<file path="src/rtl/sosc_defines.svh">
// Functional notes
// - Eight outputs from one eight-bit command
// - Command zero means ON, one OFF
// - Each transfer returns drain status per output
// - Daisy chain: serial out feeds next in
// - Master may give each device own select
// - One bit each way per clock
// - Only one master drives clock at once
// - Shift and drive only while select low
// - Select rise latches register to outputs
// - Select fall loads drain status
// - Serial driver enabled while select low
// - Master lowers select only with clock low
// - Sample input falling, change output rising
// - Eight bits, MSB first, output 7 first
// - Status one when OFF, zero when ON
// - Clear empties register, forces outputs OFF
`ifndef SOSC_DEFINES_SVH
`define SOSC_DEFINES_SVH
`define SOSC_WIDTH      8
`define SOSC_CNT_W      4
`define SOSC_ALL_OFF    8'hFF
`define SOSC_ZERO8      8'h00
`define SOSC_MSB        7
`define SOSC_DIV_HALF   8'h06
`define SOSC_HALF_W     8
`define SOSC_BITS       4'h8
`define SOSC_ONE4       4'h1
`define SOSC_ZERO4      4'h0
`endif

</file>
<file path="src/rtl/sosc_if.sv">
interface sosc_if;
  logic sclk;      // Serial clock from master
  logic cs_n;      // Chip select, active low
  logic mosi;      // Command data to device
  logic miso_o;    // Device serial output value
  logic miso_oe;   // Device drives serial output
  wire  miso = miso_oe ? miso_o : 1'b1; // Released: idles high
  modport dev  (input sclk, input cs_n, input mosi,
                output miso_o, output miso_oe);
  modport host (output sclk, output cs_n, output mosi,
                input miso);
endinterface : sosc_if

</file>
<file path="src/rtl/sosc_dev.sv">
`include "sosc_defines.svh"
// Device end: eight-output switch serial logic
//
// A frame runs from the fall of select to its rise. At the
// fall the drain levels enter the shift register and the
// serial driver turns on with the top bit. Each fall of the
// link clock takes one command bit in at the bottom; each
// rise shows the new top bit. At the rise of select the
// register is copied to the command latch, and the switch
// outputs follow on the same system clock.
//
// Limitation: a frame of fewer than eight clocks puts drain
// status bits into the latch; more than eight pass the surplus on
// through the serial output, as a chain of devices needs.
// Clear is a level: while it is low no command sticks.
module sosc_dev (
  // Clock, reset, enable
  input  wire logic                   mclk,
  input  wire logic                   reset_n,
  input  wire logic                   ce,
  // Link
  sosc_if.dev                         link,
  // Clear input, active low, from pin
  input  wire logic                   clear_n,
  // Drain levels of the outputs
  input  wire logic [`SOSC_WIDTH-1:0] drain_status,
  // Output switch states, 1 = ON
  output logic [`SOSC_WIDTH-1:0]      out_on
);

  // Data path: pin, two-flop synchroniser, edge decode, state.
  // A link event acts here three system clocks after its pin
  // moved: two for the synchroniser, one for the edge decode.
  // Each phase of the link clock must therefore last at least
  // three system clocks, or two edges would merge into none.
  // Trade-off: sampling the link with the system clock keeps
  // the block in one clock domain, at the price of a link
  // clock much slower than the system clock.
  //
  // Daisy chain: the shift register is eight bits deep and
  // the serial output shows its top bit, so a bit taken in
  // reappears on the serial output eight link clocks later.

  // Synchronised pin levels; only second stages are read
  logic                   sclk_s;   // Link clock level
  logic                   cs_n_s;   // Select level, active low
  logic                   mosi_s;   // Command bit level
  logic                   clr_n_s;  // Clear level, active low
  logic [`SOSC_WIDTH-1:0] drain_s;  // Drain levels, 1 = OFF

  // Link events, each high for one system clock
  logic                   sclk_fall; // Clock fell: take a bit
  logic                   sclk_rise; // Clock rose: show a bit
  logic                   cs_fall;   // Frame opens
  logic                   cs_rise;   // Frame closes

  // Clock, select and data share one sync depth, so a clock
  // edge and the data beside it arrive in the same cycle
  sosc_sync u_sclk (
    .mclk    (mclk),
    .reset_n (reset_n),
    .ce      (ce),
    .d       (link.sclk),
    .q       (sclk_s)
  );

  // Select idles high; its sync resets high so that no false
  // frame start follows the release of reset
  sosc_sync #(
    .RST_LEVEL (1'b1)
  ) u_cs (
    .mclk    (mclk),
    .reset_n (reset_n),
    .ce      (ce),
    .d       (link.cs_n),
    .q       (cs_n_s)
  );

  // Command bit from the master
  sosc_sync u_mosi (
    .mclk    (mclk),
    .reset_n (reset_n),
    .ce      (ce),
    .d       (link.mosi),
    .q       (mosi_s)
  );

  // Clear pin idles high as well; a low level clears
  sosc_sync #(
    .RST_LEVEL (1'b1)
  ) u_clr (
    .mclk    (mclk),
    .reset_n (reset_n),
    .ce      (ce),
    .d       (clear_n),
    .q       (clr_n_s)
  );

  // Drain levels: every bit is a level of its own, so one
  // sync per bit is enough; the word is only taken at frame
  // start, long after a changed level has settled
  for (genvar i = 0; i < `SOSC_WIDTH; i++) begin : g_drain
    sosc_sync u_drain (
      .mclk    (mclk),
      .reset_n (reset_n),
      .ce      (ce),
      .d       (drain_status[i]),
      .q       (drain_s[i])
    );
  end

  // All state of the device end
  typedef struct packed {
    logic                   sclk_d;  // Last clock level
    logic                   cs_d;    // Last select level
    logic                   si_prev; // Command bit one cycle back
    logic [`SOSC_WIDTH-1:0] shreg;   // Shift register
    logic [`SOSC_WIDTH-1:0] latch;   // Command latch, 1 = OFF
    logic [`SOSC_WIDTH-1:0] drive;   // Switch states, 1 = ON
    logic                   so;      // Serial output bit
    logic                   so_oe;   // Serial driver enable
  } sosc_dev_t;
  sosc_dev_t st_reg;  // Registered state
  sosc_dev_t st_next; // Next state

  // Edge decode against the level seen one cycle earlier;
  // the history resets to the idle pins, clock low and
  // select high, so no false edge follows reset
  assign sclk_fall = st_reg.sclk_d & ~sclk_s;
  assign sclk_rise = ~st_reg.sclk_d & sclk_s;
  assign cs_fall   = st_reg.cs_d & ~cs_n_s;
  assign cs_rise   = ~st_reg.cs_d & cs_n_s;

  // Frame handling: load, shift, commit and clear
  always_comb begin
    st_next = st_reg;
    // Frozen while the enable is low
    if (ce) begin
      // History for edge decode and the held command bit
      st_next.sclk_d  = sclk_s;
      st_next.cs_d    = cs_n_s;
      st_next.si_prev = mosi_s;
      if (cs_fall) begin
        // Load drain status at frame start
        st_next.shreg = drain_s;
        st_next.so    = drain_s[`SOSC_MSB];
        st_next.so_oe = 1'b1;
      end else if (cs_rise) begin
        // Commit command, float output
        st_next.latch = st_reg.shreg;
        st_next.so_oe = 1'b0;
      end else if (!cs_n_s) begin
        // Shifting only inside a frame
        if (sclk_fall) begin
          // A master may move its bit on the very edge that
          // lowers the clock; take the bit that stood just
          // before the fall, which gives a hold margin
          st_next.shreg = {st_reg.shreg[`SOSC_MSB-1:0],
                           st_reg.si_prev};
        end else if (sclk_rise) begin
          // Rising edge presents next bit
          st_next.so = st_reg.shreg[`SOSC_MSB];
        end
      end
      // Clear wins over frame events: register empty and
      // outputs OFF; the serial driver is left alone
      if (!clr_n_s) begin
        st_next.shreg = `SOSC_ZERO8;
        st_next.latch = `SOSC_ALL_OFF;
      end
      // Inverted command: a zero bit turns its output ON
      st_next.drive = ~st_next.latch;
    end
  end

  // State register; reset leaves every output OFF and the
  // serial driver released
  always_ff @(posedge mclk or negedge reset_n) begin
    if (!reset_n) begin
      st_reg.sclk_d  <= 1'b0;
      st_reg.cs_d    <= 1'b1;
      st_reg.si_prev <= 1'b0;
      st_reg.shreg   <= `SOSC_ZERO8;
      st_reg.latch   <= `SOSC_ALL_OFF;
      st_reg.drive   <= `SOSC_ZERO8;
      st_reg.so      <= 1'b0;
      st_reg.so_oe   <= 1'b0;
    end else begin
      st_reg <= st_next;
    end
  end

  // Outputs come straight from the state register, so no
  // glitch from the decode reaches a switch or the link
  assign out_on       = st_reg.drive;
  assign link.miso_o  = st_reg.so;
  assign link.miso_oe = st_reg.so_oe;
endmodule : sosc_dev

</file>
<file path="src/rtl/sosc_sync.sv">
`include "sosc_defines.svh"
// Two-stage synchroniser for an outside level
module sosc_sync #(
  // Level held in reset; match the pin's idle level
  parameter logic RST_LEVEL = 1'b0
) (
  // Clock and reset
  input  wire logic mclk,
  input  wire logic reset_n,
  input  wire logic ce,
  // Data
  input  wire logic d,
  output logic      q
);
  typedef struct packed {
    logic s1; // First stage, read only by s2
    logic s2; // Second stage
  } sosc_sync_t;
  sosc_sync_t st_reg;
  sosc_sync_t st_next;
  // Shift chain
  always_comb begin
    st_next = st_reg;
    if (ce) begin
      st_next.s1 = d;
      st_next.s2 = st_reg.s1;
    end
  end
  // Registers
  always_ff @(posedge mclk or negedge reset_n) begin
    if (!reset_n) begin
      st_reg.s1 <= RST_LEVEL;
      st_reg.s2 <= RST_LEVEL;
    end else begin
      st_reg <= st_next;
    end
  end
  assign q = st_reg.s2;
endmodule : sosc_sync
</file>
<file path="src/flat_wrapper.sv">
// flat-port wrapper written by rule: the top's interface ports become plain ports
module sosc_dev_flat 
  (mclk, reset_n, ce, clear_n, drain_status, out_on, link_sclk, link_cs_n, link_mosi, link_miso_o, link_miso_oe);
  sosc_if link_i ();
  input  wire logic mclk;
  input  wire logic reset_n;
  input  wire logic ce;
  input  wire logic clear_n;
  input  wire logic [`SOSC_WIDTH-1:0] drain_status;
  output logic [`SOSC_WIDTH-1:0] out_on;
  input wire logic [$bits(link_i.sclk)-1:0] link_sclk;
  input wire logic [$bits(link_i.cs_n)-1:0] link_cs_n;
  input wire logic [$bits(link_i.mosi)-1:0] link_mosi;
  output wire logic [$bits(link_i.miso_o)-1:0] link_miso_o;
  output wire logic [$bits(link_i.miso_oe)-1:0] link_miso_oe;
  assign link_i.sclk = link_sclk;
  assign link_i.cs_n = link_cs_n;
  assign link_i.mosi = link_mosi;
  assign link_miso_o = link_i.miso_o;
  assign link_miso_oe = link_i.miso_oe;
  sosc_dev u_core (.mclk(mclk), .reset_n(reset_n), .ce(ce), .link(link_i), .clear_n(clear_n), .drain_status(drain_status), .out_on(out_on));
endmodule
</file>
<file path="config.mk">
export PLATFORM = sky130hd
export DESIGN_NAME = sosc_dev_flat
export DESIGN_NICKNAME = d
export VERILOG_FILES = /design/src/rtl/sosc_if.sv /design/src/rtl/sosc_dev.sv /design/src/rtl/sosc_sync.sv /design/src/flat_wrapper.sv
export VERILOG_INCLUDE_DIRS = /design/src /design/src/rtl
export SDC_FILE = /design/constraint.sdc
export NUM_CORES = 1
export LEC_CHECK = 0
export BUFFER_PORTS_ARGS = -buffer_cell sky130_fd_sc_hd__buf_2
export CELL_PAD_IN_SITES_DETAIL_PLACEMENT = 0
export CELL_PAD_IN_SITES_GLOBAL_PLACEMENT = 1
export CORE_UTILIZATION = 38
export CTS_CLUSTER_DIAMETER = 60
export CTS_CLUSTER_SIZE = 10
export DETAILED_ROUTE_END_ITERATION = 8
export PLACE_DENSITY_LB_ADDON = 0.3
export SYNTH_ARGS = -nofsm -noshare
export SYNTH_HDL_FRONTEND = slang
export SYNTH_SLANG_ARGS = --single-unit
</file>
<file path="constraint.sdc">
create_clock -name mclk -period 3.7 [get_ports mclk]
set_input_delay 0.74 -clock mclk [delete_from_list [all_inputs] [get_ports mclk]]
set_output_delay 0.74 -clock mclk [all_outputs]
set_load 0.1 [all_outputs]
</file>
* Yosys cells after proc, flatten, opt, wreduce, memory -nomap -nowiden
Cells that the tools add are included.
** Cells by class
- Equality and inequality tests :: 6
- Muxes and demuxes :: 14
- Bitwise operators :: 9
- Reductions and logical operators :: 5
** Operator list (number)
- 8-bit two-way mux :: 6
- 16-bit two-way mux :: 2
- 4-bit by 3-bit != test with 1-bit output (second input constant) :: 2
- 8-bit inverter :: 1
- 1-bit two-way mux :: 5
- 5-bit AND reduction :: 1
- 1-bit bitwise AND :: 4
- 2-bit by 1-bit != test with 1-bit output (second input constant) :: 2
- 4-bit by 2-bit != test with 1-bit output (second input constant) :: 1
- 1-bit inverter :: 4
- 4-bit AND reduction :: 1
- 2-bit nonzero test :: 2
- 2-bit two-way mux :: 1
- 2-bit != test (second input constant) :: 1
- 2-bit AND reduction :: 1
** Word-level totals
- Register bits :: 53
- Output and inout port bits :: 10

* Logic depth before layout (Yosys ltp)
Gate-level depths: netlist of run 1.
- Word-level depth :: 9
- Mapped depth :: 7
- Depth with buffers taken out :: 6

* By module
A second synthesis of run 1 with hierarchy kept.
** Second synthesis, totals
- Cell total of the unflattened synthesis :: 227
- Area total of the unflattened synthesis :: 2528.7 sq um
** Modules (own cells, without submodules)
- sosc_dev :: instances 1, cells each 179, area an instance 1652.8 sq um
- sosc_sync at u_core.g_drain[0].u_drain ... :: instances 10, cells each 4, area an instance 72.6 sq um
- sosc_sync at u_core.u_clr ... :: instances 2, cells each 4, area an instance 75.1 sq um

* Worst setup path before layout of run 1
No wires, ideal clock.
- Kind :: register to register
- From :: register u_core.u_cs.st_reg, in the netlist u_core.u_cs.q
- To :: register u_core.st_reg, in the netlist u_core.out_on[3]
- Data arrival time :: 1.629 ns
- Required time :: 3.618 ns
- Path slack :: 1.989 ns
- Cell stages (with the launch flop) :: 7
- Clock period less this slack :: 1.711 ns
- Path through :: dfstp_2 > inv_1 > ha_1 > nor2b_2 > buf_6 > mux2_2 > o22ai_1
** Between the ends
- Word-level cells in the longest chain between the ends :: 6
** RTL lines
- start: declaration :: line sosc_sync.sv:19 : sosc_sync_t st_reg;
- start signal: assignment :: line sosc_sync.sv:35 : st_reg <= st_next;
- 1-bit inverter :: line sosc_dev.sv:131 : assign cs_fall = st_reg.cs_d & ~cs_n_s;
- 1-bit bitwise AND :: line sosc_dev.sv:131
- net u_core.cs_fall :: line sosc_dev.sv:54 : logic cs_fall;
- 8-bit two-way mux :: line sosc_dev.sv:143 : if (cs_fall) begin
- 16-bit two-way mux :: line sosc_dev.sv:167 : if (!clr_n_s) begin
- 16-bit two-way mux :: line sosc_dev.sv:138 : if (ce) begin
- 8-bit inverter :: line sosc_dev.sv:172 : st_next.drive = ~st_next.latch;
- end signal: assignment :: line sosc_dev.sv:189 : st_reg <= st_next;
- end: declaration :: line sosc_dev.sv:123 : sosc_dev_t st_reg;
The timed path passes the listed nets, and every way through them passes these cells. The select of a mux whose other input is x is not followed.
A chain may end at the register's enable or synchronous reset.

* Final worst setup path of run 1
- From :: register u_core.u_cs.st_reg, in the netlist u_core.u_cs.q
- To :: register u_core.st_reg[11] (netlist bit)
** Between the ends
- Word-level cells in the longest chain between the ends :: 5
** RTL lines (line)
- 1-bit inverter :: sosc_dev.sv:131
- 1-bit bitwise AND :: sosc_dev.sv:131
- net u_core.cs_fall :: sosc_dev.sv:54
- 8-bit two-way mux :: sosc_dev.sv:143
- 16-bit two-way mux :: sosc_dev.sv:167
- 16-bit two-way mux :: sosc_dev.sv:138
The timed path passes the listed nets, and every way through them passes these cells. The select of a mux whose other input is x is not followed.

==> impl_metrics.py, run 1 <==
metrics = {
    "timing": {
        "finClkSkew_ns": 0.00630,
        "finalHoldViolations": 0,
        "max_freq_mhz": 474,
        "finalSetupViolCount": 0,
        "postLayoutSetupSlackWorst_ns": 1.59,
        "holdWs_ns": 0.500,
        "tightest_slew_ns": 0.755,
        "period_share": 0.570,
        "finalCriticalPeriod_ns": 2.11,
        "setup_tns_ns": 0,
        "rsz0062_at_grt": "false",
        "finalMaxSlewViolations": 0,
        "slew-limit-headroom": 0.496,
    },
    "logic_synthesis": {
        "ys.flop_type": "dfrtp_1",
        "netlist-cell-type-count": 24,
        "synthMuxAreaShare": 0.189,
        "yosys.area.top_type_share": 0.400,
        "synthTopCellsByArea": "dfrtp_1, mux2_2, dfstp_2, o22ai_1, mux2i_1",
        "synth_edf_count": 0,
        "synth_seq_cells": 53,
        "syn_inst": 208,
        "synth_nets": 227,
        "synth.yosys.seq_area_share": 0.537,
        "synth-simple-area-share": 0.0681,
        "netlist_area_um2": 2500,
        "yosys_warnings": 0,
        "synth_xor_area_frac": 0,
        "yosysMostFrequentCell": "dfrtp_1",
        "synth_fa_ha_area_frac": 0.0200,
        "synth_top_family_by_area": "multiplexers",
        "synthTopCellsByCount": "dfrtp_1, mux2_2, o22ai_1",
        "synth_compound_area_frac": 0.118,
        "synth_top_area_cell": "dfrtp_1",
        "syn_area_per_cell_um2": 12.0,
        "async_flop_share": 1.00,
    },
    "power": {
        "power_leakage_nw": 1.14,
        "power_mw": 1.70,
        "pwr-share-comb": 0.331,
        "p_sw_mw": 0.658,
        "powerDensity_nw_per_um2": 636,
        "ir_drop_uv": 304,
        "power_frac_seq": 0.483,
        "swShare": 0.386,
        "p_int_mw": 1.05,
        "p_clk_frac": 0.185,
    },
    "placement": {
        "hpwlAfterDp_um": 2660,
        "place.gp.congestion": 0.704,
        "pre_cts_ws_ns": 1.58,
        "io_buffers": 24,
        "dp_cells": 291,
        "dpl_cell_area_um2": 2600,
    },
    "grt": {
        "overflow": 0,
        "antenna_found_initial": 0,
        "grt_pass1_vias": 1456,
        "grt_pass1_wl_um": 7180,
        "grt_max_degree": 58,
        "grt_use_total": 0.129,
    },
    "clock_tree": {
        "cts_buffer_depth": 2,
        "postCtsSetupBuffers": 0,
        "cts_root_buf": "clkbuf_8",
        "path_clk_slew_ns": 0.10,
        "hold_buffers": 0,
        "clock_latency_ns": 0.30,
        "clkSinkCount": 53,
        "cts_resized": 0,
        "tritoncts": "built",
        "cts_buffers": 5,
        "h-tree-depth": 2,
    },
    "final_layout": {
        "fin_cells": 299,
        "antenna_cells": 0,
        "stdcell_area_um2": 2680,
        "largest_reg_flops": 19,
        "syn2layout_area_growth_pct": 7.26,
        "nets": 240,
        "drive_gt1_frac": 0.369,
        "final_util": 0.422,
        "nFillCells": 635,
    },
    "worst_setup_path": {
        "r2r_start": "u_core.u_cs.q",
        "crit_path_end_kind": "flop",
        "arrival_ns": 2.33,
        "worstPathMaxFanout": 13,
        "critPathBufInv": 1,
        "crit_slowest_cell": "dfstp_2",
        "path_delay_family": "simple AND/OR/NAND/NOR gates",
        "startpoint_type": "flop",
        "reg2reg_slack_ns": 1.59,
        "worstPathRequired_ns": 3.92,
        "r2r-end": "u_core.st_reg[11]",
        "path_cells": "inv_1 -> ha_1 -> nor2b_2 -> nand2_1 -> o22ai_1 -> a21oi_1",
        "slowest_delay_ns": 0.61,
        "crit_type": "flop to flop",
        "reg2regPathDepth": 6,
    },
    "run_status": {
        "status": "completed",
    },
    "detailed_routing": {
        "firstDrtPassIters": 4,
        "wl_per_cell_um": 14.3,
        "vias_per_cell": 5.12,
        "drc": 0,
        "vias": 1530,
        "ant_nets": 0,
        "routed_wl_um": 4290,
        "drtIter0Drc": 66,
    },
    "hold_path": {
        "hp-class": "primary input to asynchronous set/reset pin",
    },
    "die": {
        "row_count": 29,
        "die_h_um": 83.1,
        "core_um2": 6350,
        "dieArea_um2": 6910,
        "die-width_um": 83.1,
        "start_util": 0.394,
        "io_pins": 25,
    },
    "run": {
        "cap_violations": 0,
    },
}
[logic make-up after synthesis]
kind of cell | Yosys count
buf+inv | 30
flops | 53
fa+ha+maj | 4
mux | 43
simple gates | 32
compound gates | 46
[layout by cell type, fill, tap and decap left out, drive strengths merged]
cell type and instances:
nor2 9, clkinv 2, o31ai 8, clkbuf 6, nand2b 1, dfrtp 40
mux2i 9, nor2b 13, nor4b 1, ha 4, inv 10, o21ai 4
dfstp 13, nand2 6, a31oi 8, o22ai 16, buf 26, a21oi 9
and2b 2, o211ai 1, mux2 34
[routing by layer]
metal	track usage	share of wire	vias up
li1	-	-	752
met1	0.201	0.57	747
met2	0.180	0.40	29
met3	0.0308	0.031	2
met4	0.0329	0.0056	0
met5	0	0	-
[final cells by class]
cell class | count | area [µm²] | area share
clock buffers | 6 | 72.6 | 0.0271
flip-flops and latches | 53 | 1340 | 0.501
repair buffers | 26 | 135 | 0.0504
multi-input cells | 125 | 987 | 0.368
well taps | 77 | 96.3 | 0.0359
inverters | 10 | 37.5 | 0.0140
clock inverters | 2 | 10.0 | 0.00373
[how the worst max path moves through the flow]
stage	start	endpoint	slack (ns)	cells after the start
2_1_floorplan	u_core.u_cs.q	u_core.out_on[3]	1.99	6
3_3_place_gp	u_core.u_cs.q	u_core.st_reg[12]	1.60	6
3_5_place_dp	ce	u_core.link.miso_o	1.58	6
4_1_cts	u_core.u_cs.q	u_core.st_reg[10]	1.59	6
5_1_grt	u_core.u_cs.q	u_core.st_reg[13]	1.43	6
6_report	u_core.u_cs.q	u_core.st_reg[11]	1.59	6
[power groups by stage]
| stage | sequential (mW) | combinational [mW] | clock, mW |
|---|---|---|---|
| finish | 0.824 | 0.565 | 0.316 |
| global route | 0.845 | 0.607 | 0.350 |
| CTS | 0.825 | 0.569 | 0.326 |
| detailed placement | 0.835 | 0.568 | 0 |
| global placement | 0.831 | 0.564 | 0 |
| floorplan | 0.859 | 0.468 | 0 |
Power figures use the tool's default switching activity.
==> inputs of run 2 (changes only) <==
--- a/config.mk
+++ b/config.mk
@@ -6,6 +6,7 @@
 export SDC_FILE = /design/constraint.sdc
 export NUM_CORES = 1
 export LEC_CHECK = 0
+export ABC_AREA = 1
 export BUFFER_PORTS_ARGS = -buffer_cell sky130_fd_sc_hd__buf_2
 export CELL_PAD_IN_SITES_DETAIL_PLACEMENT = 0
 export CELL_PAD_IN_SITES_GLOBAL_PLACEMENT = 1
==> constraint.sdc (replaced) <==
create_clock -name mclk -period 2 [get_ports mclk]
set_input_delay 0.4 -clock mclk [delete_from_list [all_inputs] [get_ports mclk]]
set_output_delay 0.4 -clock mclk [all_outputs]
set_load 0.1 [all_outputs]
==> run 2 against run 1 <==
  * Final area decreased by 2.5%
  * Clock power increased by 85%
  * Setup slack got worse by 1.2 ns
  * Sequential share of layout area increased by 1.3 points
  * Synthesized cell count increased by 32%
  * Count of clock-buffer cells in the layout unchanged
==> impl_metrics.py, run 2 <==
metrics = {
    "grt": {
        "grt_pass1_vias": 1641,
        "grt_pass1_wl_um": 7580,
        "overflow": 0,
        "grt_use_total": 0.153,
        "grt_max_degree": 54,
        "antenna_found_initial": 0,
    },
    "final_layout": {
        "layout_common_cells": "nand2_1, dfrtp_1, o21ai_0",
        "largest_reg_flops": 19,
        "syn2layout_area_growth_pct": 9.37,
        "stdcell_area_um2": 2620,
        "final_common_cell": "nand2_1",
        "fin_cells": 367,
        "drive_gt1_frac": 0.212,
        "nets": 310,
        "nFillCells": 588,
        "antenna_cells": 0,
    },
    "logic_synthesis": {
        "syn_inst": 274,
        "yosys.area.top_type_share": 0.419,
        "synthTopCellsByArea": "dfrtp_1, dfstp_2, nand2_1, o21ai_0, nand3_1",
        "synth_edf_count": 0,
        "synth_seq_cells": 53,
        "synth.yosys.seq_area_share": 0.561,
        "netlist_area_um2": 2390,
        "yosysMostFrequentCell": "nand2_1",
        "syn_area_per_cell_um2": 8.73,
        "synthTopCellsByCount": "nand2_1, dfrtp_1, o21ai_0",
        "netlist-cell-type-count": 22,
        "yosys_warnings": 0,
        "ys.flop_type": "dfrtp_1",
        "synth_nets": 293,
        "synth_top_area_cell": "dfrtp_1",
        "async_flop_share": 1.00,
    },
    "detailed_routing": {
        "vias_per_cell": 4.65,
        "routed_wl_um": 4380,
        "ant_nets": 0,
        "vias": 1705,
        "drc": 0,
        "wl_per_cell_um": 11.9,
        "drtIter0Drc": 107,
        "firstDrtPassIters": 4,
    },
    "clock_tree": {
        "clkSinkCount": 53,
        "clock_latency_ns": 0.31,
        "path_clk_slew_ns": 0.10,
        "cts_buffers": 5,
        "h-tree-depth": 2,
        "cts_buffer_depth": 2,
        "cts_root_buf": "clkbuf_8",
        "postCtsSetupBuffers": 0,
        "tritoncts": "built",
        "hold_buffers": 0,
        "cts_resized": 0,
    },
    "timing": {
        "finClkSkew_ns": 0.0109,
        "finalHoldViolations": 0,
        "period_share": 0.802,
        "slew-limit-headroom": 0.681,
        "finalCriticalPeriod_ns": 1.60,
        "finalMaxSlewViolations": 0,
        "tightest_slew_ns": 0.478,
        "setup_tns_ns": 0,
        "rsz0062_at_grt": "false",
        "max_freq_mhz": 624,
        "finalSetupViolCount": 0,
    },
    "die": {
        "dieArea_um2": 6610,
        "row_count": 28,
        "core_um2": 5990,
        "io_pins": 25,
        "start_util": 0.399,
        "die_h_um": 81.3,
        "die-width_um": 81.3,
    },
    "power": {
        "power_leakage_nw": 1.36,
        "power_mw": 2.47,
        "ir_drop_uv": 340,
        "powerDensity_nw_per_um2": 946,
    },
    "worst_setup_path": {
        "crit_type": "flop to flop",
        "worstPathRequired_ns": 2.20,
        "worstPathMaxFanout": 9,
        "crit_path_end_kind": "flop",
        "arrival_ns": 1.80,
        "startpoint_type": "flop",
    },
    "placement": {
        "dp_cells": 359,
        "hpwlAfterDp_um": 2950,
        "place.gp.congestion": 0.793,
        "io_buffers": 24,
        "dpl_cell_area_um2": 2530,
    },
    "run_status": {
        "status": "completed",
    },
    "run": {
        "cap_violations": 0,
    },
    "hold_path": {
        "hp-class": "primary input to asynchronous set/reset pin",
    },
}
[run 2: cell count changes in the layout (fill, tap and decap cells not counted), sizes merged, moves of 10 or more]
| cell | previous run | this run |
|---|---|---|
| inv | 10 | 22 |
| o21ai | 4 | 35 |
| nor2 | 9 | 19 |
| o22ai | 16 | 0 |
| nand3 | 0 | 20 |
| mux2 | 34 | 0 |
| nor2b | 13 | 0 |
| nand2 | 6 | 95 |
[run 2: cell type report]
| cell class | instances | area, µm² | area share |
|---|---|---|---|
| Sequential cell | 53 | 1340 | 0.513 |
| Inverter | 22 | 82.6 | 0.0316 |
| Multi-Input combinational cell | 181 | 851 | 0.325 |
| Clock inverter | 2 | 10.0 | 0.00383 |
| Tap cell | 75 | 93.8 | 0.0359 |
| Timing Repair Buffer | 28 | 163 | 0.0622 |
| Clock buffer | 6 | 72.6 | 0.0278 |
[run 2: kinds of logic (layout without fill, tap and decap cells)]
family | count (synthesis) | in the layout | synth area share
AO/OA/AOI/OAI | 42 | 42 | 0.0947
adder cells (fa/ha/maj) | 4 | 4 | 0.0209
flip-flops | 53 | 53 | 0.561
AND/OR/NAND/NOR | 135 | 135 | 0.240
buffers and inverters | 40 | 58 | 0.0827
[run 2: worst max-delay path, cell delays in order (launching register included)]
cell,delay [ns]
dfstp_2,0.57
inv_2,0.06
ha_1,0.25
inv_2,0.17
o21ai_2,0.10
nand2_4,0.14
nand2_4,0.10
nand2_1,0.07
nand2_1,0.04
[run 2: path summary, 6_finish.rpt]
check | startpoint | to | slack, ns | cells after the start
max in group asynchronous | reset_n | u_core.st_reg[14] | 1.62 | 2
max | u_core.u_cs.q | u_core.st_reg[22] | 0.40 | 8
max reg2reg | u_core.u_cs.q | u_core.st_reg[22] | 0.40 | 8
min reg2reg | u_core.u_clr.st_reg[1] | u_core.u_clr.st_reg[1] | 0.47 | 2
min in group mclk | clear_n | u_core.u_clr.st_reg[1] | 0.28 | 3
min | reset_n | u_core.g_drain[5].u_drain.st_reg[1] | 0.06 | 2
[run 2: metal layers]
layer / track usage / part of all wire / vias up
li1: - / - / 888
met1: 0.206 / 0.51 / 781
met2: 0.244 / 0.44 / 31
met3: 0.0371 / 0.033 / 5
met4: 0.0411 / 0.012 / 0
met5: 0 / 0 / -
[run 2: report_power, final]
part	internal, mW	switching [mW]
Sequential	1.22	0.0764
Combinational	0.141	0.455
Clock	0.244	0.342
Total	1.60	0.873
[run 2: through the flow]
step / utilization / hold slack (ns) / worst slack, ns
6_report: 0.437 / 0.0641 / 0.397
5_1_grt: 0.437 / 0.100 / 0.270
4_1_cts: 0.437 / 0.0828 / 0.404
3_5_place_dp: 0.423 / 0.417 / 0.423
3_3_place_gp: 0.423 / 0.419 / 0.417
2_1_floorplan: - / 0.104 / 0.568
